## src/rtl/flash_update_pkg.sv

```systemverilog
// Shared constants for the data flash update link and its two ends
//
// Behaviour
// - Running scheme: host steps in fixed order
// - Data flash writes refused while protection active, except in ROM mode
// - Download keeps running but suppresses flash logging
// - Live status still updates during download
// - ROM scheme: host steps in fixed order
// - ROM mode halts conversion, monitoring, sequencing
// - Cleared checksum plus reset keeps ROM mode
// - Maker command clears checksum and resets
// - ROM mode answers only at address 11
// - No other target may use address 11
// - ROM mode: PEC required on writes, sent on reads
// - Normal program accepts PEC present or absent
// - Host erases whole segment before checksum rewrite
// - Full config assumes blank device, then resets
// - Host keeps config identifier in maker field
package flash_update_pkg;

	// --------------------------------------------------------------
	// Addresses and widths
	// --------------------------------------------------------------
	localparam logic [6:0] ROM_ADDR    = 7'h0b; // Fixed ROM-mode address, 11
	localparam logic [6:0] NORMAL_ADDR = 7'h20; // Default configured address
	localparam int         FLASH_DEPTH = 8;     // Data flash words

	// --------------------------------------------------------------
	// Command codes
	// --------------------------------------------------------------
	localparam logic [7:0] CMD_PART_ID   = 8'hfd; // part_identifier_read
	localparam logic [7:0] CMD_REVISION  = 8'h9b; // maker_revision_field
	localparam logic [7:0] CMD_STATUS    = 8'h7a; // output_voltage_status
	localparam logic [7:0] CMD_CLR_STAT  = 8'h03; // Clear live status
	localparam logic [7:0] CMD_PROTECT   = 8'h10; // Data 0 lifts protection
	localparam logic [7:0] CMD_RESET     = 8'hdb; // Soft reset
	localparam logic [7:0] CMD_ENTER_ROM = 8'hd9; // Clear checksum and reset
	localparam logic [7:0] CMD_DF_ERASE  = 8'he0; // Erase data flash
	localparam logic [7:0] CMD_DF_PTR    = 8'he1; // Rewind flash pointer
	localparam logic [7:0] CMD_DF_WRITE  = 8'he2; // Write word, advance
	localparam logic [7:0] CMD_DF_READ   = 8'he3; // Read word, advance
	localparam logic [7:0] CMD_LOG_ERASE = 8'he4; // Erase fault logs
	localparam logic [7:0] CMD_LOG_READ  = 8'he5; // Read log count
	localparam logic [7:0] CMD_SEG_ERASE = 8'hf0; // Erase checksum segment
	localparam logic [7:0] CMD_CK_WRITE  = 8'hf1; // Write program checksum
	localparam logic [7:0] CMD_CK_READ   = 8'hf2; // ROM-calculated checksum
	localparam logic [7:0] CMD_EXECUTE   = 8'hf3; // Run program from ROM

	// --------------------------------------------------------------
	// Reset values, identity and timing
	// --------------------------------------------------------------
	localparam logic [15:0] ERASED_WORD = 16'hffff; // Erased flash state
	localparam logic [15:0] PART_ID     = 16'h5a3c; // Arbitrary value
	localparam logic [15:0] REVISION    = 16'h0c01; // Arbitrary value
	localparam logic [15:0] PROG_SUM    = 16'h7e21; // Program image checksum
	localparam int          TIMEOUT_CYC = 16;       // Host answer wait

endpackage

```

## src/rtl/update_link_if.sv

```systemverilog
// Transaction-level bus link between update host and target device
`timescale 1ns/1ns
`default_nettype none
interface update_link_if;
	logic        reqValid;  // One-cycle request strobe
	logic        reqWrite;  // 1 write, 0 read
	logic [6:0]  reqAddr;   // Target address
	logic [7:0]  reqCmd;    // Command code
	logic [15:0] reqData;   // Write data
	logic        reqPecOn;  // PEC byte present
	logic [7:0]  reqPec;    // PEC byte
	logic        respValid; // One-cycle answer strobe
	logic        respAck;   // 1 accepted, 0 refused
	logic [15:0] respData;  // Read data
	logic [7:0]  respPec;   // PEC over the answer

	modport host (output reqValid, reqWrite, reqAddr, reqCmd, reqData,
		reqPecOn, reqPec, input respValid, respAck, respData, respPec);
	modport device (input reqValid, reqWrite, reqAddr, reqCmd, reqData,
		reqPecOn, reqPec, output respValid, respAck, respData, respPec);
endinterface
`default_nettype wire

```

## src/rtl/pec_crc8.sv

```systemverilog
// CRC-8 packet error code over a 32-bit frame, polynomial x^8+x^2+x+1
`timescale 1ns/1ns
`default_nettype none
module pec_crc8 (
	input  wire logic [31:0] frame, // Bytes sent most significant first
	output logic      [7:0]  pec    // Resulting check byte
);
	// --------------------------------------------------------------
	// Bitwise serial CRC, unrolled by the loop
	// --------------------------------------------------------------
	always_comb begin
		logic [7:0] c;
		c = 8'h00;
		for (int i = 31; i >= 0; i--) begin
			c = {c[6:0], 1'b0} ^ ((c[7] ^ frame[i]) ? 8'h07 : 8'h00);
		end
		pec = c;
	end
endmodule
`default_nettype wire

```

## src/rtl/flash_target.sv

```systemverilog
// Target device end: command decoder, data flash, ROM mode and logging
`timescale 1ns/1ns
`default_nettype none
module flash_target #(
	parameter logic [6:0] OWN_ADDR = flash_update_pkg::NORMAL_ADDR,
	parameter int         DEPTH    = flash_update_pkg::FLASH_DEPTH
) (
	input  wire logic        clock,         // 50 MHz system clock
	input  wire logic        resetn,        // Synchronous, active low
	update_link_if.device    link,          // Bus side
	input  wire logic        faultEvent,    // One-cycle output fault
	input  wire logic        logEnable,     // Fault logging configured
	output logic             runActive,     // Conversion and sequencing on
	output logic             romActive,     // ROM mode
	output logic             writeProtect,  // Data flash protected
	output logic             downloading,   // Download in progress
	output logic      [7:0]  outputVoltageStatus, // Live status
	output logic      [7:0]  logCount       // Logged fault count
);
	import flash_update_pkg::*;

	localparam int PW = $clog2(DEPTH); // Pointer width

	// --------------------------------------------------------------
	// Storage and state
	// --------------------------------------------------------------
	logic [15:0]   flash [DEPTH]; // Data flash words
	logic [PW-1:0] ptr;           // Word pointer
	logic [15:0]   storedSum;     // Program checksum in flash
	logic [7:0]    reqPecCalc;    // Expected request PEC
	logic [7:0]    respPecCalc;   // PEC for the answer
	logic [15:0]   next_data;     // Answer data to register
	logic          next_ack;      // Accept decision
	logic          hit;           // Request addressed to us
	logic          pecGood;       // PEC rule satisfied
	logic          sumValid;      // Stored checksum matches program
	logic          cmdOk;         // Accepted request this cycle

	pec_crc8 reqCrc (
		.frame ({1'b0, link.reqAddr, link.reqCmd, link.reqData}),
		.pec   (reqPecCalc)
	);
	pec_crc8 respCrc (
		.frame ({1'b1, link.reqAddr, link.reqCmd, next_data}),
		.pec   (respPecCalc)
	);

	assign sumValid  = (storedSum == PROG_SUM);
	assign runActive = ~romActive;

	// --------------------------------------------------------------
	// Decode: address, PEC and command legality
	// --------------------------------------------------------------
	always_comb begin
		// ROM mode owns address 11 only
		hit = link.reqValid &&
			(romActive ? link.reqAddr == ROM_ADDR
			           : link.reqAddr == OWN_ADDR);
		// A bad PEC always fails; a missing one only on ROM-mode writes
		if (link.reqPecOn) begin
			pecGood = (link.reqPec == reqPecCalc);
		end else begin
			pecGood = !(romActive && link.reqWrite);
		end
		next_ack  = 1'b1;
		next_data = 16'h0000;
		case (link.reqCmd)
			CMD_PART_ID:   next_data = PART_ID;
			CMD_REVISION:  next_data = REVISION;
			CMD_STATUS:    next_data = {8'h00, outputVoltageStatus};
			CMD_DF_READ:   next_data = flash[ptr];
			CMD_LOG_READ:  next_data = {8'h00, logCount};
			CMD_CK_READ:   next_data = romActive ? PROG_SUM : 16'h0000;
			CMD_DF_ERASE, CMD_DF_WRITE: begin
				// Protection guards flash only while firmware runs
				next_ack = romActive || !writeProtect;
			end
			CMD_SEG_ERASE, CMD_CK_WRITE, CMD_EXECUTE: next_ack = romActive;
			CMD_CLR_STAT, CMD_PROTECT, CMD_RESET, CMD_DF_PTR,
			CMD_LOG_ERASE: next_ack = 1'b1;
			CMD_ENTER_ROM: next_ack = !romActive;
			default:       next_ack = 1'b0; // Unknown command refused
		endcase
		if (link.reqWrite == (link.reqCmd inside {CMD_PART_ID,
			CMD_REVISION, CMD_STATUS, CMD_DF_READ, CMD_LOG_READ,
			CMD_CK_READ})) begin
			next_ack = 1'b0; // Direction must suit the command
		end
		next_ack = next_ack && pecGood;
		// Refusals carry zero so the answer PEC covers what is sent
		if (!next_ack) begin
			next_data = 16'h0000;
		end
		cmdOk    = hit && next_ack;
	end

	// --------------------------------------------------------------
	// Answer path: one cycle after the request, registered
	// --------------------------------------------------------------
	always_ff @(posedge clock) begin
		if (!resetn) begin
			link.respValid <= 1'b0;
			link.respAck   <= 1'b0;
			link.respData  <= 16'h0000;
			link.respPec   <= 8'h00;
		end else begin
			link.respValid <= hit; // Silent when not addressed
			link.respAck   <= hit && next_ack;
			if (hit) begin
				link.respData <= next_data;
				link.respPec  <= respPecCalc;
			end
		end
	end

	// --------------------------------------------------------------
	// Mode, protection and download state
	// --------------------------------------------------------------
	always_ff @(posedge clock) begin
		if (!resetn) begin
			romActive    <= 1'b0;
			writeProtect <= 1'b1;
			downloading  <= 1'b0;
		end else if (cmdOk) begin
			case (link.reqCmd)
				CMD_PROTECT: begin
					writeProtect <= link.reqData[0];
				end
				CMD_DF_ERASE: begin
					downloading <= !romActive;
				end
				CMD_RESET: begin
					// Bad checksum keeps the part in ROM
					romActive    <= !sumValid;
					writeProtect <= 1'b1;
					downloading  <= 1'b0;
				end
				CMD_ENTER_ROM: begin
					// Checksum clear and reset done as one step
					romActive    <= 1'b1;
					writeProtect <= 1'b1;
					downloading  <= 1'b0;
				end
				CMD_EXECUTE: begin
					romActive <= !sumValid;
				end
				default: ;
			endcase
		end
	end

	// --------------------------------------------------------------
	// Program checksum held in program flash
	// --------------------------------------------------------------
	always_ff @(posedge clock) begin
		if (!resetn) begin
			storedSum <= PROG_SUM;
		end else if (cmdOk && link.reqCmd == CMD_ENTER_ROM) begin
			storedSum <= 16'h0000;
		end else if (cmdOk && link.reqCmd == CMD_SEG_ERASE) begin
			storedSum <= ERASED_WORD;
		end else if (cmdOk && link.reqCmd == CMD_CK_WRITE &&
			storedSum == ERASED_WORD) begin
			// Flash programs only from the erased state
			storedSum <= link.reqData;
		end
	end

	// --------------------------------------------------------------
	// Data flash pointer and array
	// --------------------------------------------------------------
	always_ff @(posedge clock) begin
		if (!resetn) begin
			ptr <= '0;
		end else if (cmdOk && link.reqCmd inside {CMD_DF_ERASE,
			CMD_DF_PTR}) begin
			ptr <= '0;
		end else if (cmdOk && link.reqCmd inside {CMD_DF_WRITE,
			CMD_DF_READ}) begin
			ptr <= PW'(ptr + 1'b1); // Wraps at the top
		end
	end

	for (genvar w = 0; w < DEPTH; w++) begin : g_word
		always_ff @(posedge clock) begin
			if (!resetn) begin
				flash[w] <= ERASED_WORD;
			end else if (cmdOk && link.reqCmd == CMD_DF_ERASE) begin
				flash[w] <= ERASED_WORD;
			end else if (cmdOk && link.reqCmd == CMD_DF_WRITE &&
				ptr == PW'(w)) begin
				flash[w] <= flash[w] & link.reqData; // Bits only clear
			end
		end
	end

	// --------------------------------------------------------------
	// Live status and fault log
	// --------------------------------------------------------------
	// Status keeps updating in a download; ROM ignores faults
	always_ff @(posedge clock) begin
		if (!resetn) begin
			outputVoltageStatus <= 8'h00;
		end else if (faultEvent && !romActive) begin
			outputVoltageStatus <= 8'h80;
		end else if (cmdOk && link.reqCmd == CMD_CLR_STAT) begin
			outputVoltageStatus <= 8'h00;
		end
	end

	// Logging would write flash, so it pauses during a download
	always_ff @(posedge clock) begin
		if (!resetn) begin
			logCount <= 8'h00;
		end else if (cmdOk && link.reqCmd == CMD_LOG_ERASE) begin
			logCount <= 8'h00;
		end else if (faultEvent && logEnable && !downloading &&
			!romActive && logCount != 8'hff) begin
			logCount <= logCount + 8'h01;
		end
	end
endmodule
`default_nettype wire

```

## src/flat_wrapper.sv

```systemverilog
// flat-port wrapper written by rule: the top's interface ports become plain ports
module flash_target_flat import flash_update_pkg::*;
#(
	parameter logic [6:0] OWN_ADDR = flash_update_pkg::NORMAL_ADDR,
	parameter int         DEPTH    = flash_update_pkg::FLASH_DEPTH
)
  (clock, resetn, faultEvent, logEnable, runActive, romActive, writeProtect, downloading, outputVoltageStatus, logCount, link_reqValid, link_reqWrite, link_reqAddr, link_reqCmd, link_reqData, link_reqPecOn, link_reqPec, link_respValid, link_respAck, link_respData, link_respPec);
  update_link_if link_i ();
  input  wire logic clock;
  input  wire logic resetn;
  input  wire logic faultEvent;
  input  wire logic logEnable;
  output logic runActive;
  output logic romActive;
  output logic writeProtect;
  output logic downloading;
  output logic      [7:0] outputVoltageStatus;
  output logic      [7:0] logCount;
  input wire logic [$bits(link_i.reqValid)-1:0] link_reqValid;
  input wire logic [$bits(link_i.reqWrite)-1:0] link_reqWrite;
  input wire logic [$bits(link_i.reqAddr)-1:0] link_reqAddr;
  input wire logic [$bits(link_i.reqCmd)-1:0] link_reqCmd;
  input wire logic [$bits(link_i.reqData)-1:0] link_reqData;
  input wire logic [$bits(link_i.reqPecOn)-1:0] link_reqPecOn;
  input wire logic [$bits(link_i.reqPec)-1:0] link_reqPec;
  output wire logic [$bits(link_i.respValid)-1:0] link_respValid;
  output wire logic [$bits(link_i.respAck)-1:0] link_respAck;
  output wire logic [$bits(link_i.respData)-1:0] link_respData;
  output wire logic [$bits(link_i.respPec)-1:0] link_respPec;
  assign link_i.reqValid = link_reqValid;
  assign link_i.reqWrite = link_reqWrite;
  assign link_i.reqAddr = link_reqAddr;
  assign link_i.reqCmd = link_reqCmd;
  assign link_i.reqData = link_reqData;
  assign link_i.reqPecOn = link_reqPecOn;
  assign link_i.reqPec = link_reqPec;
  assign link_respValid = link_i.respValid;
  assign link_respAck = link_i.respAck;
  assign link_respData = link_i.respData;
  assign link_respPec = link_i.respPec;
  flash_target #(.OWN_ADDR(OWN_ADDR), .DEPTH(DEPTH)) u_core (.clock(clock), .resetn(resetn), .link(link_i), .faultEvent(faultEvent), .logEnable(logEnable), .runActive(runActive), .romActive(romActive), .writeProtect(writeProtect), .downloading(downloading), .outputVoltageStatus(outputVoltageStatus), .logCount(logCount));
endmodule
```

## config.mk

```make
export PLATFORM = sky130hd
export DESIGN_NAME = flash_target_flat
export DESIGN_NICKNAME = d
export VERILOG_FILES = /design/src/rtl/flash_update_pkg.sv /design/src/rtl/update_link_if.sv /design/src/rtl/pec_crc8.sv /design/src/rtl/flash_target.sv /design/src/flat_wrapper.sv
export SDC_FILE = /design/constraint.sdc
export NUM_CORES = 1
export LEC_CHECK = 0
export BUFFER_PORTS_ARGS = -buffer_cell sky130_fd_sc_hd__buf_2
export CORE_ASPECT_RATIO = 1.25
export CORE_MARGIN = 2
export CORE_UTILIZATION = 41
export CTS_CLUSTER_DIAMETER = 40
export CTS_CLUSTER_SIZE = 28
export DETAILED_ROUTE_END_ITERATION = 12
export MAX_ROUTING_LAYER = met4
export PLACE_DENSITY = 0.72
export SKIP_LAST_GASP = 1
export SLEW_MARGIN = 30
export SYNTH_ARGS = -nofsm -noshare
export SYNTH_HDL_FRONTEND = slang
export SYNTH_SLANG_ARGS = --single-unit
```

## constraint.sdc

```tcl
create_clock -name clock -period 5.8 [get_ports clock]
set_input_delay 0.87 -clock clock [delete_from_list [all_inputs] [get_ports clock]]
set_output_delay 0.87 -clock clock [all_outputs]
set_load 0.01 [all_outputs]
```

Word level (Yosys, flattened, before mapping)
Memories as Yosys holds them, arrays and structs flattened. A register that Yosys moved wholly into a read port is not among the register bits.
Cells that the tools add are included.

word-level totals
  flip-flop bits (word level) = 57
  memory bits (writable) = 128
  input port bits = 46
  output and inout bits = 46
  logic and storage cells = 375
  memories = 1

memories
  memory        depth  width  read ports  clocked after memory_dff  wr ports  line                text
  u_core.flash  8      16     9           1                         8         flash_target.sv:27  logic [15:0] flash [DEPTH];

operators by class
  $add $sub $neg = 2
  eq/ne operators = 31
  multiplexer cells = 129
  bitwise operators = 146
  reductions and logical operators = 54

operator list
  operator              count
  $xor 8x3->8           55
  $mux 16               19
  $mux 3                62
  $and 16x16->16        8
  $eq 8x8->1 const B    14
  $pmux 16 s6           1
  $xor 1x1->1           54
  $mux 1                39
  $mux 15               2
  $logic_and 1x1->1     27
  $eq 16x15->1 const B  1
  $eq 16x16->1 const B  1
  $mux 8                2
  $or 1x1->1            16
  $reduce_bool 2->1     7
  $eq 3x3->1 const B    4
  $reduce_or 2->1       6
  $reduce_or 11->1      1
  $add 8x1->8 const B   1
  $eq 8x2->1 const B    1
  $eq 8x5->1 const B    1
  $eq 8x7->1 const B    1
  $eq 8x8->1            1
  $ne 8x8->1 const B    1
  other kinds (23)      37

Depth between registers and ports, before layout
  depth after elaboration = 134
  gate-level depth with buffers = 16
  gate-level depth less buffers = 12

Modules after synthesis
A second synthesis with hierarchy kept.

unflattened totals
  cell total of the unflattened synthesis = 994
  area, all modules = 11053.1 sq um

by module, submodules not included
  module        instances  cells an instance  area each (sq um)  sequential area each (sq um)
  flash_target  1          872                9331.4             5044.8
  pec_crc8      2          61                 860.8              0.0

Least setup slack after synthesis
No wires, ideal clock.

  kind = input -> register
  start point = input link_reqCmd[6]
  end point = memory u_core.flash[0][0] (enable)
  library setup time = 0.411 ns
  arrival = 5.167 ns
  required time = 5.389 ns
  setup slack = 0.221 ns
  stages on the path = 14
  buffers on the path = 2
  cells stage by stage = buf_2 xnor3_1 xnor3_2 xnor3_1 xnor2_1 mux2i_1 xnor2_1 o2111ai_2 nand2_1 nand2_2 nor4_2 buf_2 nand2_1 o21ai_0

RTL lines
  item         line                text
  from (decl)  flat_wrapper.sv:22  input wire logic [$bits(link_i.reqCmd)-1:0] link_reqCmd;
  to (decl)    flash_target.sv:27

==> metrics.txt <==
status finished clean; WHS 453 ps; setup TNS 0 ps; min cycle time layout 4750 ps; critical path peak fanout 21; DRC 0; cell repeated most along the worst path nand2_1; clk_lat worst skew 440 ps; Chip Height 184 um; Async S/R FF share, synth 0; fin. max-slew vios 0; Ports 92; via count 8167; synthesis-stage register bit count 188; critical path cell sequence buf_2 -> xor3_2 -> xnor2_4 -> xnor3_2 -> xor3_1 -> xor2_1 -> o211a_1 -> o2111ai_2 -> nand2_1 -> nand2_2 -> nor4_4 -> buf_4 -> nand2_1 -> nand2_1 -> buf_4; GR Util All Layers 0.227; Fmax 211 MHz; vias in the first global route 7917; clock tree from TritonCTS done; Max VDD drop 0.000172 V; top cell type's share of synthesized area 0.360; drt pass-1 iters 5; Worst-path clk slew 70 ps; Worst Path Required 5920 ps; Post-Route WL 29800 um; critical path data arrival time 4870 ps; Crit-path slowest cell xor3_2; CP peak stage delay 540 ps; share of layout cells above drive strength 1 0.179; Synthesis Warnings 0; Die ar. 0.0274 mm^2; share of the yosys chip area belonging to registers 0.472; grt total ovfl 0; count of max-cap constraint violations 0; Netlist cell types 64; hold_buf cts 0; Rows 66; Avg Inst Size Synth 10.6 um^2; leakage power 0.00410 uW; Clock Tree Root clkbuf_16; pwr dens 295 mW/mm^2; final worst path period share 0.819; DP Wirelength 21700 um; number of diodes 0; register area 0.00505 mm^2; Worst-Margin Slew 980 ps; synthesized cell area 0.0107 mm^2; multi-input combinational cell area 0.00526 mm^2; dpl cell area 0.0114 mm^2; drt initial violations 842; element type at the critical path end register; Startpoint Class input port; area leader, netlist edfxtp_1; H-tree depth 4; top cells by area, synth edfxtp_1, dfxtp_1, nand2_1, xnor2_1, mux4_2; drt wl/cell 21.1 um; Clock Skew 9.41 ps; cts repair resizes 0; Hold Fails Final Rpt 0; pin count of the biggest net entering global routing 33; crit path kind input port to register; Die Wd 148 um; vias per cell 5.79; post-CTS setup buffer count 0; Post-synth EDFFs 128; RSZ-0062 raised after global routing no; Final Setup Violations 0; fill count 2353; GP Congestion 0.976; first-pass GRT wire length 45700 um; initial antenna violation count 0; final non-filler cell area 0.0120 mm^2; Post-Synthesis Cells 1006; Buffers on Ports 84; core area 0.0258 mm^2; TritonCTS Buffers 17; starting density of the core 0.413; Most used DFF post-synth edfxtp_1; Slew HR 0.346; antenna-violating nets left 0; Nets 1111; Clock Sink Count 188; Max clock buf depth 2; Area growth, synth to finish 12.0%; hold crit path type register to register
## worst paths after layout
path,from,to,slack [ps],cells past startpoint
min reg2reg,u_core.link.respPec[2],u_core.link.respPec[2],450,2
max,link_reqCmd[2],u_core.flash[3][6],1050,15
min,u_core.link.respPec[2],u_core.link.respPec[2],450,2
max reg2reg,register,u_core.link.respPec[4],1700,12
## worst max-delay path, delay by kind of cell
family | cells | cell delay (ps)
and+or+nand+nor | 5 | 950
AOI/OAI and AO/OA | 2 | 340
buffers and inverters | 3 | 750
xor gates and xnor gates | 5 | 1960
## flip-flops by register name, summed over array words and instances (netlist names), named ones only
name and cells:
u_core.downloading 1, u_core.link.respAck 1, u_core.writeProtect 1, u_core.link.respPec 8, u_core.romActive 1, u_core.ptr 3
u_core.logCount 8, u_core.link.respValid 1, u_core.outputVoltageStatus 1, u_core.flash 128, u_core.storedSum 16, u_core.link.respData 16
## report_power, final
| group | total, uW | switching (uW) | internal, uW |
|---|---|---|---|
| sequential | 1480 | 21.7 | 1460 |
| combinational | 864 | 433 | 431 |
| clock | 1180 | 538 | 644 |
## cell usage in the layout (no fill, tap or decap), types with 3 or more instances in the layout
cell / Yosys / final
o21ai_1: 4 / 10
xnor2_1: 87 / 87
xnor3_1: 13 / 13
a221o_1: 8 / 8
nand4_1: 10 / 10
a21oi_1: 85 / 85
and3_1: 5 / 5
buf_4: 9 / 25
nand2b_1: 9 / 9
xor3_1: 5 / 5
nor4b_1: 3 / 3
ha_1: 7 / 7
clkbuf_16: 0 / 17
buf_2: 16 / 84
dfxtp_1: 60 / 59
mux2i_1: 19 / 19
o21ai_0: 25 / 19
edfxtp_1: 128 / 128
o22ai_1: 10 / 10
a21boi_0: 8 / 8
or2_2: 3 / 3
inv_6: 0 / 4
a22o_1: 14 / 14
mux4_2: 32 / 32
inv_1: 8 / 8
nand2_1: 203 / 202
nor2_1: 40 / 40
nand3_1: 45 / 45
xor2_1: 27 / 27
or3_1: 4 / 4
a211o_1: 3 / 3
nor4_1: 8 / 8
conb_1: 1 / 7
nor3_1: 12 / 12
## layout make-up
| cell class | count | share of cell area |
|---|---|---|
| inverter | 9 | 0.00282 |
| clock buffer | 18 | 0.0359 |
| clock inverter | 14 | 0.0134 |
| timing repair buffer | 109 | 0.0508 |
| tap | 340 | 0.0356 |
| multi-input combinational | 733 | 0.440 |
| sequential | 188 | 0.422 |
## cells in the mapped netlist, drive strengths merged (3+ instances only)
library cell,n
nand4,10
nand3,45
nand2b,9
mux2i,19
ha,7
nor4,10
edfxtp,128
nor2,40
o21ai,29
xnor2,88
nor4b,4
a21oi,88
nor3,12
buf,35
xor3,6
or3,4
nand2,204
inv,8
a211o,3
xnor3,15
and3,5
xor2,29
a21boi,8
or2,3
a22o,14
o22ai,10
clkbuf,47
dfxtp,60
mux4,32
a221o,8
## per-layer routing
layer  routed length (um)  track usage  share of wire
met3                 2280       0.0389          0.076
met2                14900        0.380           0.50
met5                    0            -              0
met1                11100        0.263           0.37
met4                 1570        0.114          0.052
## stage by stage
| step | util | setup slack [ps] | instances | total power [uW] |
|---|---|---|---|---|
| floorplan | - | 221 | 1012 | 2220 |
| global placement | 0.440 | 733 | 1379 | 2360 |
| detailed placement | 0.440 | 648 | 1379 | 2370 |
| CTS | 0.463 | 1090 | 1411 | 3540 |
| global route | 0.463 | 852 | 1411 | 3650 |
| finish | 0.463 | 1050 | 1411 | 3520 |
## logic make-up (layout without fill, tap and decap cells)
family | count (synthesis) | in the layout | share of synthesized area
xor+xnor | 138 | 138 | 0.144
simple gates | 356 | 356 | 0.150
flops | 188 | 188 | 0.472
other cells | 1 | 7 | 0.000351
mux | 51 | 51 | 0.0853
compound gates | 174 | 174 | 0.101
buf+inv | 91 | 150 | 0.0384
fa+ha+maj | 7 | 7 | 0.00820
(Power assumes the default switching activity.)
